### config.mk
export PLATFORM = sky130hd
export DESIGN_NAME = fine_gain_and_pfir_config_regs
export DESIGN_NICKNAME = d
export VERILOG_FILES = /design/src/design/filter_config_pkg.sv /design/src/design/config_serial_port.sv /design/src/design/output_path_select.sv /design/src/design/fine_gain_and_pfir_config_regs.sv
export SDC_FILE = /design/constraint.sdc
export NUM_CORES = 1
export LEC_CHECK = 0
export ABC_AREA = 1
export BUFFER_PORTS_ARGS = -buffer_cell sky130_fd_sc_hd__buf_2
export CAP_MARGIN = 20
export CORE_MARGIN = 10
export CORE_UTILIZATION = 40
export CTS_CLUSTER_SIZE = 25
export DETAILED_ROUTE_END_ITERATION = 10
export GPL_TIMING_DRIVEN = 0
export SLEW_MARGIN = 5
export SYNTH_ARGS = -nofsm -noshare
export SYNTH_HDL_FRONTEND = slang
export SYNTH_SLANG_ARGS = --single-unit
### constraint.sdc
create_clock -name clk -period 6.05 [get_ports clk]
set_clock_uncertainty 0.1 [all_clocks]
set_input_delay 0.3025 -clock clk [delete_from_list [all_inputs] [get_ports clk]]
set_output_delay 0.3025 -clock clk [all_outputs]
set_load 0.05 [all_outputs]
### src/design/filter_config_pkg.sv
// constants for the fine gain and programmable filter configuration block
package filter_config_pkg;

  // ==========================================================
  // serial configuration frame
  localparam int ADDR_WIDTH      = 15;
  localparam int HEADER_BITS     = 16;
  localparam int DATA_BITS       = 8;
  localparam int HDR_CNT_WIDTH   = 5;
  localparam int BIT_CNT_WIDTH   = 3;
  localparam logic [4:0] HDR_LAST_BIT  = 5'hF;
  localparam logic [2:0] BYTE_LAST_BIT = 3'h7;
  localparam int HDR_RW_BIT      = 15;

  // ==========================================================
  // register byte addresses
  localparam logic [14:0] ADDR_TRIM_B0_TWO = 15'h0352;
  localparam logic [14:0] ADDR_TRIM_B1_TWO = 15'h0353;
  localparam logic [14:0] ADDR_TRIM_A0_ONE = 15'h0354;
  localparam logic [14:0] ADDR_TRIM_A1_ONE = 15'h0355;
  localparam logic [14:0] ADDR_TRIM_B0_ONE = 15'h0356;
  localparam logic [14:0] ADDR_TRIM_B1_ONE = 15'h0357;
  localparam logic [14:0] ADDR_FILTER_CFG  = 15'h0400;
  localparam logic [14:0] ADDR_TAP0_A_LO   = 15'h0418;
  localparam logic [14:0] ADDR_TAP0_A_HI   = 15'h0419;
  localparam logic [14:0] ADDR_STEP        = 15'h0001;

  // ==========================================================
  // field layout and reset values
  localparam int TRIM_WIDTH      = 5;
  localparam int TRIM_MSB        = 4;
  localparam logic [7:0] TRIM_RESET     = 8'h00;
  localparam logic [7:0] CFG_RESET      = 8'h00;
  localparam logic [15:0] TAP0_RESET    = 16'h0000;
  localparam logic [7:0] READ_UNMAPPED  = 8'h00;
  localparam int CFG_SHARE_BIT   = 6;
  localparam int CFG_MERGE_BIT   = 5;
  localparam int CFG_WEIGHT_MSB  = 4;
  localparam int CFG_WEIGHT_LSB  = 2;
  localparam int CFG_MODE_MSB    = 1;
  localparam int CFG_MODE_LSB    = 0;
  localparam int COEF_WIDTH      = 12;
  localparam int COEF_MSB        = 11;
  localparam int TAP0_RSVD_MSB   = 15;
  localparam int TAP0_RSVD_LSB   = 12;
  localparam int TAP0_HI_MSB     = 15;
  localparam int TAP0_HI_LSB     = 8;

  // ==========================================================
  // filter shape
  localparam int TAP_COUNT       = 9;
  localparam int CENTER_TAP      = 4;
  localparam int CENTER_WIDTH    = 18;
  localparam int WEIGHT_BIAS     = 16;
  localparam logic [2:0] WEIGHT_MAX_LEGAL = 3'h6;

  typedef enum logic [1:0] {
    FILTER_OFF   = 2'h0,
    FILTER_RSVD1 = 2'h1,
    FILTER_ON    = 2'h2,
    FILTER_RSVD3 = 2'h3
  } filter_mode_t;

  // lsb exponent of a tap: side taps 2^(w-16), center tap unscaled
  function automatic logic signed [5:0] tap_lsb_exp(input int tap,
                                                    input logic [2:0] w);
    if (tap == CENTER_TAP) begin
      return 6'sh00;
    end
    return $signed({3'h0, w}) - 6'sd16;
  endfunction

endpackage

### src/design/config_serial_port.sv
// serial configuration port: frame decode into byte register accesses
`timescale 1ns/100ps
module config_serial_port
  import filter_config_pkg::*;
(
  // clock and reset
  input  wire logic                  clk,
  input  wire logic                  resetn,
  // serial pins
  input  wire logic                  sclk,
  input  wire logic                  sdi,
  input  wire logic                  csn,
  output logic                       sdo,
  output logic                       sdoOe,
  // register side
  output logic [ADDR_WIDTH-1:0]      regAddr,
  output logic [7:0]                 regWrData,
  output logic                       regWrStrobe,
  input  wire logic [7:0]            regRdData
);

  logic                      sclkPrev_reg;
  logic [HDR_CNT_WIDTH-1:0]  hdrCnt_reg;
  logic [BIT_CNT_WIDTH-1:0]  bitCnt_reg;
  logic                      inData_reg;
  logic                      isRead_reg;
  logic [HEADER_BITS-1:0]    shiftIn_reg;
  logic [7:0]                byteIn_reg;
  logic [ADDR_WIDTH-1:0]     addr_reg;
  logic [7:0]                sdoShift_reg;
  logic                      loadPending_reg;
  logic                      wrStrobe_reg;
  logic [7:0]                wrData_reg;
  logic                      rise;
  logic                      hdrDone;
  logic                      byteDone;

  // inputs are taken as synchronous to clk
  assign rise     = sclk & ~sclkPrev_reg & ~csn;
  assign hdrDone  = rise & ~inData_reg & (hdrCnt_reg == HDR_LAST_BIT);
  assign byteDone = rise & inData_reg & (bitCnt_reg == BYTE_LAST_BIT);

  always_ff @(posedge clk or negedge resetn) begin
    if (!resetn) begin
      sclkPrev_reg <= 1'b0;
    end else begin
      sclkPrev_reg <= sclk;
    end
  end

  // ==========================================================
  // frame sequencing
  always_ff @(posedge clk or negedge resetn) begin
    if (!resetn) begin
      hdrCnt_reg  <= '0;
      bitCnt_reg  <= '0;
      inData_reg  <= 1'b0;
      isRead_reg  <= 1'b0;
      shiftIn_reg <= '0;
      byteIn_reg  <= 8'h00;
      addr_reg    <= '0;
    end else if (csn) begin
      hdrCnt_reg <= '0;
      bitCnt_reg <= '0;
      inData_reg <= 1'b0;
      isRead_reg <= 1'b0;
    end else if (hdrDone) begin
      inData_reg <= 1'b1;
      isRead_reg <= shiftIn_reg[HDR_RW_BIT-1];
      addr_reg   <= {shiftIn_reg[ADDR_WIDTH-2:0], sdi};
    end else if (rise && !inData_reg) begin
      shiftIn_reg <= {shiftIn_reg[HEADER_BITS-2:0], sdi};
      hdrCnt_reg  <= hdrCnt_reg + 5'h1;
    end else if (rise) begin
      byteIn_reg <= {byteIn_reg[6:0], sdi};
      bitCnt_reg <= bitCnt_reg + 3'h1;
      // streaming: next byte goes to the next address
      if (byteDone) begin
        addr_reg <= addr_reg + ADDR_STEP;
      end
    end
  end

  // ==========================================================
  // write strobe, one cycle per completed byte of a write frame; none on reads
  always_ff @(posedge clk or negedge resetn) begin
    if (!resetn) begin
      wrStrobe_reg <= 1'b0;
      wrData_reg   <= 8'h00;
    end else begin
      wrStrobe_reg <= byteDone & ~isRead_reg;
      if (byteDone) begin
        wrData_reg <= {byteIn_reg[6:0], sdi};
      end
    end
  end

  // ==========================================================
  // read shifter, loaded a cycle after the address settles
  always_ff @(posedge clk or negedge resetn) begin
    if (!resetn) begin
      loadPending_reg <= 1'b0;
      sdoShift_reg    <= 8'h00;
    end else begin
      loadPending_reg <= hdrDone ? shiftIn_reg[HDR_RW_BIT-1]
                                 : (byteDone & isRead_reg);
      if (loadPending_reg) begin
        sdoShift_reg <= regRdData;
      end else if (rise && inData_reg) begin
        sdoShift_reg <= {sdoShift_reg[6:0], 1'b0};
      end
    end
  end

  // write address trails the increment, so present the captured one
  logic [ADDR_WIDTH-1:0] wrAddr_reg;
  always_ff @(posedge clk or negedge resetn) begin
    if (!resetn) begin
      wrAddr_reg <= '0;
    end else if (byteDone) begin
      wrAddr_reg <= addr_reg;
    end
  end

  assign regAddr     = wrStrobe_reg ? wrAddr_reg : addr_reg;
  assign regWrData   = wrData_reg;
  assign regWrStrobe = wrStrobe_reg;
  assign sdo         = sdoShift_reg[7];
  assign sdoOe       = ~csn & inData_reg & isRead_reg;

endmodule

### src/design/output_path_select.sv
// chooses filtered or raw converter samples for the output path
`timescale 1ns/100ps
module output_path_select #(
  parameter int SAMPLE_WIDTH = 12
) (
  // clock and reset
  input  wire logic                    clk,
  input  wire logic                    resetn,
  // control
  input  wire logic                    filterOn,
  // samples
  input  wire logic [SAMPLE_WIDTH-1:0] rawA,
  input  wire logic [SAMPLE_WIDTH-1:0] rawB,
  input  wire logic [SAMPLE_WIDTH-1:0] filteredA,
  input  wire logic [SAMPLE_WIDTH-1:0] filteredB,
  output logic [SAMPLE_WIDTH-1:0]      outA,
  output logic [SAMPLE_WIDTH-1:0]      outB
);

  // registered so both paths see the same one-cycle latency
  always_ff @(posedge clk or negedge resetn) begin
    if (!resetn) begin
      outA <= '0;
      outB <= '0;
    end else begin
      outA <= filterOn ? filteredA : rawA;
      outB <= filterOn ? filteredB : rawB;
    end
  end

endmodule

### src/design/fine_gain_and_pfir_config_regs.sv
// fine gain trim and programmable filter configuration registers
//
// Function
// - two-channel mode: 0x352 bits 4:0 trim converter B bank 0.
// - two-channel mode: 0x353 bits 4:0 trim converter B bank 1.
// - one-channel mode: A bank0/bank1 trims from 0x354 and 0x355.
// - one-channel mode: B bank0/bank1 trims from 0x356 and 0x357.
// - trim defaults come from fuses; bits 7:5 reserved read/write, zero.
// - share bit 6 set: channel B uses channel A coefficients.
// - merge bit 5 set: both filters form one interleaved filter.
// - bits 4:2 set side tap lsb weight to 2^(field-16).
// - mode bits 1:0: 0 disables, 2 enables, 1 and 3 reserved.
// - 0x418 bits 11:0 hold signed first tap of filter A or merged.
// - coefficient readback returns msb as zero; filter uses written value.
// - tap0 bits 15:12 reserved read/write zero; config resets to zero.
// - nine taps; fifth is 18-bit center tap, not weight-scaled.
`timescale 1ns/100ps
module fine_gain_and_pfir_config_regs
  import filter_config_pkg::*;
#(
  parameter int SAMPLE_WIDTH = 12
) (
  // clock and reset
  input  wire logic                      clk,
  input  wire logic                      resetn,
  // configuration port pins
  input  wire logic                      sclk,
  input  wire logic                      sdi,
  input  wire logic                      csn,
  output logic                           sdo,
  output logic                           sdoOe,
  // operating mode
  input  wire logic                      singleChannel,
  // fuse store
  input  wire logic                      fuseLoad,
  input  wire logic [TRIM_WIDTH-1:0]     fuseTrimB0Two,
  input  wire logic [TRIM_WIDTH-1:0]     fuseTrimB1Two,
  input  wire logic [TRIM_WIDTH-1:0]     fuseTrimA0One,
  input  wire logic [TRIM_WIDTH-1:0]     fuseTrimA1One,
  input  wire logic [TRIM_WIDTH-1:0]     fuseTrimB0One,
  input  wire logic [TRIM_WIDTH-1:0]     fuseTrimB1One,
  // two-channel A trims held elsewhere
  input  wire logic [TRIM_WIDTH-1:0]     trimA0TwoIn,
  input  wire logic [TRIM_WIDTH-1:0]     trimA1TwoIn,
  // trims applied to the converter cores
  output logic [TRIM_WIDTH-1:0]          gainTrimA0,
  output logic [TRIM_WIDTH-1:0]          gainTrimA1,
  output logic [TRIM_WIDTH-1:0]          gainTrimB0,
  output logic [TRIM_WIDTH-1:0]          gainTrimB1,
  // filter controls
  input  wire logic [COEF_WIDTH-1:0]     coefTap0BOwn,
  output logic                           filterEnable,
  output logic                           filterShare,
  output logic                           filterMerged,
  output logic signed [5:0]              sideLsbExp,
  output logic signed [5:0]              centerLsbExp,
  output logic [COEF_WIDTH-1:0]          coefTap0A,
  output logic [COEF_WIDTH-1:0]          coefTap0B,
  // sample path
  input  wire logic [SAMPLE_WIDTH-1:0]   rawA,
  input  wire logic [SAMPLE_WIDTH-1:0]   rawB,
  input  wire logic [SAMPLE_WIDTH-1:0]   filteredA,
  input  wire logic [SAMPLE_WIDTH-1:0]   filteredB,
  output logic [SAMPLE_WIDTH-1:0]        outA,
  output logic [SAMPLE_WIDTH-1:0]        outB
);

  // ==========================================================
  // register storage
  logic [7:0]               trimB0Two_reg;
  logic [7:0]               trimB1Two_reg;
  logic [7:0]               trimA0One_reg;
  logic [7:0]               trimA1One_reg;
  logic [7:0]               trimB0One_reg;
  logic [7:0]               trimB1One_reg;
  logic [7:0]               filterCfg_reg;
  logic [15:0]              tap0A_reg;
  logic [ADDR_WIDTH-1:0]    regAddr;
  logic [7:0]               regWrData;
  logic                     regWrStrobe;
  logic [7:0]               regRdData;
  filter_mode_t             modeSel;
  logic [2:0]               weightField;
  logic                     filterOn;

  // ==========================================================
  // configuration port
  config_serial_port u_port (
    .clk         (clk),
    .resetn      (resetn),
    .sclk        (sclk),
    .sdi         (sdi),
    .csn         (csn),
    .sdo         (sdo),
    .sdoOe       (sdoOe),
    .regAddr     (regAddr),
    .regWrData   (regWrData),
    .regWrStrobe (regWrStrobe),
    .regRdData   (regRdData)
  );

  function automatic logic hit(input logic [ADDR_WIDTH-1:0] a);
    return regWrStrobe && (regAddr == a);
  endfunction

  // fuse copy lands in the trim field; a same-cycle write wins
  function automatic logic [7:0] trim_next(input logic [7:0] cur,
                                           input logic [4:0] fuse,
                                           input logic       wr);
    if (wr) begin
      return regWrData;
    end
    if (fuseLoad) begin
      return {cur[7:TRIM_WIDTH], fuse};
    end
    return cur;
  endfunction

  // ==========================================================
  // fine gain trims
  // fuse-loaded defaults
  always_ff @(posedge clk or negedge resetn) begin
    if (!resetn) begin
      trimB0Two_reg <= TRIM_RESET;
      trimB1Two_reg <= TRIM_RESET;
      trimA0One_reg <= TRIM_RESET;
      trimA1One_reg <= TRIM_RESET;
      trimB0One_reg <= TRIM_RESET;
      trimB1One_reg <= TRIM_RESET;
    end else begin
      trimB0Two_reg <= trim_next(trimB0Two_reg, fuseTrimB0Two,
                                 hit(ADDR_TRIM_B0_TWO));
      trimB1Two_reg <= trim_next(trimB1Two_reg, fuseTrimB1Two,
                                 hit(ADDR_TRIM_B1_TWO));
      trimA0One_reg <= trim_next(trimA0One_reg, fuseTrimA0One,
                                 hit(ADDR_TRIM_A0_ONE));
      trimA1One_reg <= trim_next(trimA1One_reg, fuseTrimA1One,
                                 hit(ADDR_TRIM_A1_ONE));
      trimB0One_reg <= trim_next(trimB0One_reg, fuseTrimB0One,
                                 hit(ADDR_TRIM_B0_ONE));
      trimB1One_reg <= trim_next(trimB1One_reg, fuseTrimB1One,
                                 hit(ADDR_TRIM_B1_ONE));
    end
  end

  // ==========================================================
  // filter configuration and first coefficient
  // zero reset, reserved bits kept
  always_ff @(posedge clk or negedge resetn) begin
    if (!resetn) begin
      filterCfg_reg <= CFG_RESET;
    end else if (hit(ADDR_FILTER_CFG)) begin
      filterCfg_reg <= regWrData;
    end
  end

  always_ff @(posedge clk or negedge resetn) begin
    if (!resetn) begin
      tap0A_reg <= TAP0_RESET;
    end else if (hit(ADDR_TAP0_A_LO)) begin
      tap0A_reg[7:0] <= regWrData;
    end else if (hit(ADDR_TAP0_A_HI)) begin
      tap0A_reg[TAP0_HI_MSB:TAP0_HI_LSB] <= regWrData;
    end
  end

  // ==========================================================
  // readback
  always_comb begin
    case (regAddr)
      ADDR_TRIM_B0_TWO: regRdData = trimB0Two_reg;
      ADDR_TRIM_B1_TWO: regRdData = trimB1Two_reg;
      ADDR_TRIM_A0_ONE: regRdData = trimA0One_reg;
      ADDR_TRIM_A1_ONE: regRdData = trimA1One_reg;
      ADDR_TRIM_B0_ONE: regRdData = trimB0One_reg;
      ADDR_TRIM_B1_ONE: regRdData = trimB1One_reg;
      ADDR_FILTER_CFG:  regRdData = filterCfg_reg;
      ADDR_TAP0_A_LO:   regRdData = tap0A_reg[7:0];
      ADDR_TAP0_A_HI:   regRdData = {tap0A_reg[TAP0_RSVD_MSB:TAP0_RSVD_LSB],
                                     1'b0, tap0A_reg[COEF_MSB-1:8]};
      default:          regRdData = READ_UNMAPPED;
    endcase
  end

  // ==========================================================
  // trims to the converter cores
  // B banks, then A banks; singleChannel picks the one- or two-channel source
  assign gainTrimB0 = singleChannel ? trimB0One_reg[TRIM_MSB:0]
                                    : trimB0Two_reg[TRIM_MSB:0];
  assign gainTrimB1 = singleChannel ? trimB1One_reg[TRIM_MSB:0]
                                    : trimB1Two_reg[TRIM_MSB:0];
  assign gainTrimA0 = singleChannel ? trimA0One_reg[TRIM_MSB:0]
                                    : trimA0TwoIn;
  assign gainTrimA1 = singleChannel ? trimA1One_reg[TRIM_MSB:0]
                                    : trimA1TwoIn;
  // covered by the B selects above

  // ==========================================================
  // filter controls
  // only code 2 enables; reserved codes stay off
  assign modeSel     = filter_mode_t'(filterCfg_reg[CFG_MODE_MSB:CFG_MODE_LSB]);
  assign filterOn    = (modeSel == FILTER_ON);
  assign weightField = filterCfg_reg[CFG_WEIGHT_MSB:CFG_WEIGHT_LSB];

  // share selects A set for B
  always_ff @(posedge clk or negedge resetn) begin
    if (!resetn) begin
      filterEnable <= 1'b0;
      filterShare  <= 1'b0;
      filterMerged <= 1'b0;
      sideLsbExp   <= 6'sh00;
      centerLsbExp <= 6'sh00;
      coefTap0A    <= '0;
      coefTap0B    <= '0;
    end else begin
      filterEnable <= filterOn;
      filterShare  <= filterOn & filterCfg_reg[CFG_SHARE_BIT];
      filterMerged <= filterOn & filterCfg_reg[CFG_MERGE_BIT];
      sideLsbExp   <= filterOn ? tap_lsb_exp(0, weightField) : 6'sh00;
      centerLsbExp <= tap_lsb_exp(CENTER_TAP, weightField);
      // written msb is used even though it reads back as zero
      coefTap0A    <= filterOn ? tap0A_reg[COEF_MSB:0] : '0;
      coefTap0B    <= !filterOn ? '0 :
                      filterCfg_reg[CFG_SHARE_BIT] ? tap0A_reg[COEF_MSB:0]
                                                   : coefTap0BOwn;
    end
  end

  // ==========================================================
  // sample output path
  // raw samples when disabled
  output_path_select #(
    .SAMPLE_WIDTH (SAMPLE_WIDTH)
  ) u_path (
    .clk       (clk),
    .resetn    (resetn),
    .filterOn  (filterOn),
    .rawA      (rawA),
    .rawB      (rawB),
    .filteredA (filteredA),
    .filteredB (filteredB),
    .outA      (outA),
    .outB      (outB)
  );

endmodule

## Word level (Yosys, flattened, before mapping)

Index checks and enable logic that the tools add are counted.

| word-level totals | value |
|---|---|
| register bits after elaboration | 210 |
| word-level logic and storage cells | 183 |
| input bits | 107 |

| cells by class | value |
|---|---|
| $add $sub $neg | 4 |
| bitwise operators | 19 |
| equal/unequal tests | 21 |
| reductions and logical operators | 36 |
| multiplexer cells | 67 |

Operators with widths:

| operator | number |
|---|---|
| two-way mux 8 bit | 26 |
| equality test 15 x 10 -> 1 bit, second input constant | 6 |
| two-way mux 15 bit | 5 |
| one-hot mux 8 bit (9 select lines) | 1 |
| two-way mux 12 bit | 5 |
| equality test 15 x 11 -> 1 bit, second input constant | 3 |
| two-way mux 5 bit | 7 |
| nonzero test 2 bit | 12 |
| two-way mux 1 bit | 18 |
| AND reduction 2 bit | 8 |
| adder 15 x 1 -> 15 bit, second input constant | 1 |
| inequality test 2 x 1 -> 1 bit, second input constant | 7 |
| bitwise AND 1 bit | 12 |
| two-way mux 3 bit | 4 |
| logical AND 1 bit | 11 |
| AND reduction 4 bit | 2 |
| NOT 1 bit | 7 |
| two-way mux 6 bit | 1 |
| AND reduction 3 bit | 2 |
| subtractor 3 x 5 -> 6 bit, second input constant | 1 |
| adder 5 x 1 -> 5 bit, second input constant | 1 |
| equality test 5 x 4 -> 1 bit, second input constant | 1 |
| inequality test 2 bit, second input constant | 2 |
| adder 3 x 1 -> 3 bit, second input constant | 1 |
| other kinds (3) | 3 |

## Logic depth before layout (Yosys ltp)

| depth | value |
|---|---|
| depth in word-level cells | 9 |
| mapped depth | 16 |
| depth with buffers taken out | 15 |

## Modules after synthesis

From an unflattened synthesis, not the netlist that was laid out.

| unflattened totals | value |
|---|---|
| cell total of the unflattened synthesis | 1224 |
| area total of the unflattened synthesis | 10289.9 sq um |

By module, submodules not included:

| module | area each (sq um) | instances | seq. area each (sq um) | cells each |
|---|---|---|---|---|
| fine_gain_and_pfir_config_regs | 5442.7 | 1 | 2552.4 | 647 |
| config_serial_port | 3872.5 | 1 | 2026.9 | 475 |
| output_path_select | 974.7 | 1 | 600.6 | 102 |

## Least setup slack after synthesis

Ideal clock, no wire load.

| timing path | value |
|---|---|
| path type | register to register |
| from | reg u_port.wrStrobe_reg, in the netlist u_port.regWrStrobe |
| to | reg trimB1One_reg[3] |
| path slack | 4.040 ns |
| required time | 5.831 ns |
| cell stages (with the launch flop) | 15 |
| arrival | 1.791 ns |
| setup time | 0.119 ns |
| cells stage by stage | dfrtp_1 -> buf_2 -> nand2_1 -> nand2_1 -> nor2_1 -> nand2_1 -> nor2_4 -> nand2_2 -> inv_2 -> nand2_1 -> buf_6 -> nand3_1 -> o21ai_1 -> a31oi_1 -> inv_1 |

| between the ends | value |
|---|---|
| cells in the longest elaborated chain, start to end | 5 |

RTL lines:

| element | line | text |
|---|---|---|
| from (decl) | config_serial_port.sv:32 | `logic wrStrobe_reg;` |
| from (signal assigned) | config_serial_port.sv:91 | `wrStrobe_reg <= byteDone & ~isRead_reg;` |
| two-way mux 15 bit | config_serial_port.sv:125 | `assign regAddr = wrStrobe_reg ? wrAddr_reg : addr_reg;` |
| equality test 15 x 10 -> 1 bit | fine_gain_and_pfir_config_regs.sv:103 | `return regWrStrobe && (regAddr == a);` |
| logical AND 1 bit * | fine_gain_and_pfir_config_regs.sv:103 |  |
| two-way mux 1 bit * | fine_gain_and_pfir_config_regs.sv:110 | `if (wr) begin` |
| two-way mux 8 bit / nonzero test 2 bit (equally long branches) | - |  |
| to (signal assigned) | fine_gain_and_pfir_config_regs.sv:141 | `trimB1One_reg <= trim_next(trimB1One_reg, fuseTrimB1One,` |
| to (decl) | fine_gain_and_pfir_config_regs.sv:75 | `logic [7:0] trimB1One_reg;` |

Every way passes the cells marked *; elsewhere a longest branch is shown, timed or not.
A chain may end at the register's enable or synchronous reset.

## Final worst setup path

| timing path | value |
|---|---|
| from | reg u_port.wrStrobe_reg, in the netlist u_port.regWrStrobe |
| to | reg trimA0One_reg[0] |

| between the ends | value |
|---|---|
| cells in the longest elaborated chain, start to end | 5 |

RTL lines:

| element | line | text |
|---|---|---|
| two-way mux 15 bit | config_serial_port.sv:125 |  |
| equality test 15 x 10 -> 1 bit | fine_gain_and_pfir_config_regs.sv:103 |  |
| logical AND 1 bit * | fine_gain_and_pfir_config_regs.sv:103 |  |
| two-way mux 1 bit * | fine_gain_and_pfir_config_regs.sv:110 |  |
| two-way mux 8 bit / nonzero test 2 bit (equally long branches) | - |  |
| to (signal assigned) | fine_gain_and_pfir_config_regs.sv:135 | `trimA0One_reg <= trim_next(trimA0One_reg, fuseTrimA0One,` |
| to (decl) | fine_gain_and_pfir_config_regs.sv:72 | `logic [7:0] trimA0One_reg;` |

Marks and branches as above.

==> qor.csv <==
stage,metric,value,unit
worst_setup_path,endpoint,trimA0One_reg[0],
clock_tree,cts-root-buf,clkbuf_16,
routing,vias,9098,
finish,insertedDiodeCount,0,
clock_tree,path_clk_slew,60,ps
clock_tree,cts_tree,built,
worst_setup_path,worstReg2RegEnd,trimA0One_reg[0],
finish,finish.utilization,52.5,%
floorplanning,coreArea,0.0243,mm²
timing,setup_tns,0,ps
clock_tree,htreeDepth,1,
timing,grt_setup_unrepaired,no,
power_and_ir_drop,power_density,259,mW/mm²
floorplanning,die_area,0.0314,mm²
power_and_ir_drop,leakagePower,6.44,nW
clock_tree,numClockSinks,207,
floorplanning,num_io_pins,192,
worst_setup_path,cp_max_fo,10,
worst_setup_path,ff2ff_setup_slack,3480,ps
worst_setup_path,cp.required,6340,ps
timing,fmax,389,MHz
routing,antenna_left,0,
finish,largest_register_ff_count,16,
power_and_ir_drop,totalPowerFinal,3.30,mW
finish,syn_to_final_growth,29.2,%
finish,drive_above_1_share,17.8,%
yosys,synthArstFlopShare,100,%
global_routing,grt_pass1_vias,9058,
clock_tree,numCtsBuffers,24,
routing,dr.first_iter.drc_count,712,
yosys,avgSynthCellArea,8.01,µm²
clock_tree,clk_latency,510,ps
worst_setup_path,worstReg2RegStart,u_port.regWrStrobe,
yosys,synthesis.instances,1234,
placed_design,dp_hpwl,22.5,mm
yosys,ys_ff_latch,207,
global_routing,antenna_found_initial,0,
power_and_ir_drop,ir_worst_vdd,0.000202,V
yosys,ys_dominant_reg_cell,dfrtp_1,
floorplanning,initial_core_util,40.7,%
yosys,yosysMostFrequentCell,nand2_1,
run_status,outcome,"complete, no violations",
hold_path,min_path_cells,3,
yosys,yosys.area.top_type,dfrtp_1,
hold_path,holdCritPathClass,in2reg,
placed_design,globalplace.congestion,0.897,
yosys,synth.distinct_cells,33,
routing,firstDrtPassIters,5,
yosys,synth_top_area_share,52.4,%
routing,drt-vias-per-instance,4.90,
run,drv_cap,0,
global_routing,grt_max_degree,98,
finish,nets,1631,
worst_setup_path,crit_start,u_port.regWrStrobe,
yosys,ys_warn_count,0,
routing,wl_per_cell,16.5,µm
yosys,synth_area_leaders,"dfrtp_1, nand2_1, o21ai_0",
placed_design,numPortBuffers,182,
clock_tree,clockBufferDepth,3,
placed_design,place_inst,1748,
timing,fin_crit_sh,42.5,%
finish,fin_cells,1857,
yosys,seq_area_frac_synth,52.4,%
yosys,synth_edf_count,0,
timing,slew_headroom,58.3,%
floorplanning,die_h,177,µm
timing,worst_pin_slew,625,ps
worst_setup_path,reg2reg_depth,10,
timing,final_hold_viol_count,0,
timing,setup_viol,0,
clock_tree,postCtsResizedCells,0,
timing,finalMaxSlewViolations,0,
timing,fin_crit,2570,ps
routing,post-route-drc-count,0,
global_routing,track_usage,19.2,%
yosys,synthTopCellsByCount,"nand2_1, dfrtp_1, o21ai_0",
yosys,syn-cell-area,0.00989,mm²
worst_setup_path,crit_type,reg2reg,
worst_setup_path,arrival,2860,ps
worst_setup_path,start_kind,register,
routing,wirelength,30.6,mm
worst_setup_path,end_kind,register,
floorplanning,die_w,177,µm
global_routing,grt-ovfl-total,0,
global_routing,grt_pass1_wl,49.1,mm
floorplanning,rows,57,
-- routing by layer --
metal / routed length (µm) / share of wire, % / up-vias / global-route usage, %
met5: 0 / 0 / - / 0
met4: 747 / 2.4 / 0 / 5.64
met3: 2100 / 6.9 / 44 / 3.18
met2: 14400 / 47 / 282 / 30.9
met1: 13400 / 44 / 4250 / 26.0
li1: - / - / 4522 / -
-- cells by family (layout without fill, tap and decap cells) --
| kind of cell | Yosys count | count (layout) | synth area share (%) |
|---|---|---|---|
| and+or+nand+nor | 586 | 586 | 25.0 |
| AOI/OAI and AO/OA | 221 | 221 | 12.3 |
| DFF | 207 | 207 | 52.4 |
| buffers and inverters | 202 | 495 | 8.58 |
| xor gates and xnor gates | 11 | 11 | 0.974 |
| adders and majority gates | 5 | 5 | 0.633 |
| other | 1 | 7 | 0.0379 |
| muxes | 1 | 1 | 0.114 |
-- through the flow --
step	hold WS, ps	setup slack (ps)	area [µm²]
floorplan	-93.1	4040	9910
detailed placement	61.1	3470	11300
finish	17.6	3480	12800
global placement	326	961	11200
CTS	2.59	3460	12800
global route	22.0	3250	12800
-- worst max-delay path, stage by stage (launching register included) --
cell      delay [ps]
dfrtp_1          430
buf_2            220
nand2_1           90
nand2_1          110
nor2_1           230
nand2_1          130
nor2_4           250
nand3_2          250
clkbuf_1         320
o21ai_0          270
inv_1             60
-- where the power goes --
| group | leakage [nW] | internal [mW] | switching (mW) | total [mW] |
|---|---|---|---|---|
| Sequential | 2.69 | 1.45 | 0.0437 | 1.49 |
| Combinational | 3.36 | 0.127 | 0.241 | 0.368 |
| Clock | 0.393 | 0.892 | 0.549 | 1.44 |
-- worst min path at each step --
stage,startpoint,to,slack [ps]
final,coefTap0BOwn[11],coefTap0B[11],20
after detailed placement,resetn,u_path.outB[3],60
after global placement,sclk,u_port.sclkPrev_reg,330
after floorplan,resetn,coefTap0A[0],-90
after global routing,coefTap0BOwn[11],coefTap0B[11],20
after CTS,fuseTrimB1One[0],trimB1One_reg[0],3
-- layout make-up --
cell class	instances	area (µm²)
fillers	2288	11500
clock buffers	34	709
inverters	139	522
multi-input cells	831	3880
clock inverters	6	80.1
well taps	324	405
repair buffers	253	1670
flip-flops and latches	207	5180
plain buffers	63	327
-- what timing repair did --
item / 4_1_cts / 5_1_grt
hold endpoints to repair: 169 / 0
buffers inserted: 0 / 0
hold buffers: 69 / 0
-- cell usage in the layout (no fill, tap or decap), drive strengths merged --
cell,instances
mux2,1
a31oi,3
bufinv,2
a22o,2
nand2,369
nand4,14
conb,7
ha,5
dfrtp,207
o211ai,18
a21oi,33
o221ai,12
o311ai,1
clkinv,6
inv,137
nor3,5
xnor2,1
clkbuf,72
o21ai,149
buf,209
o21a,1
nand3,92
nor2,106
dlygate4sd3,69
o22ai,2
xor2,10
(Power assumes the default switching activity.)
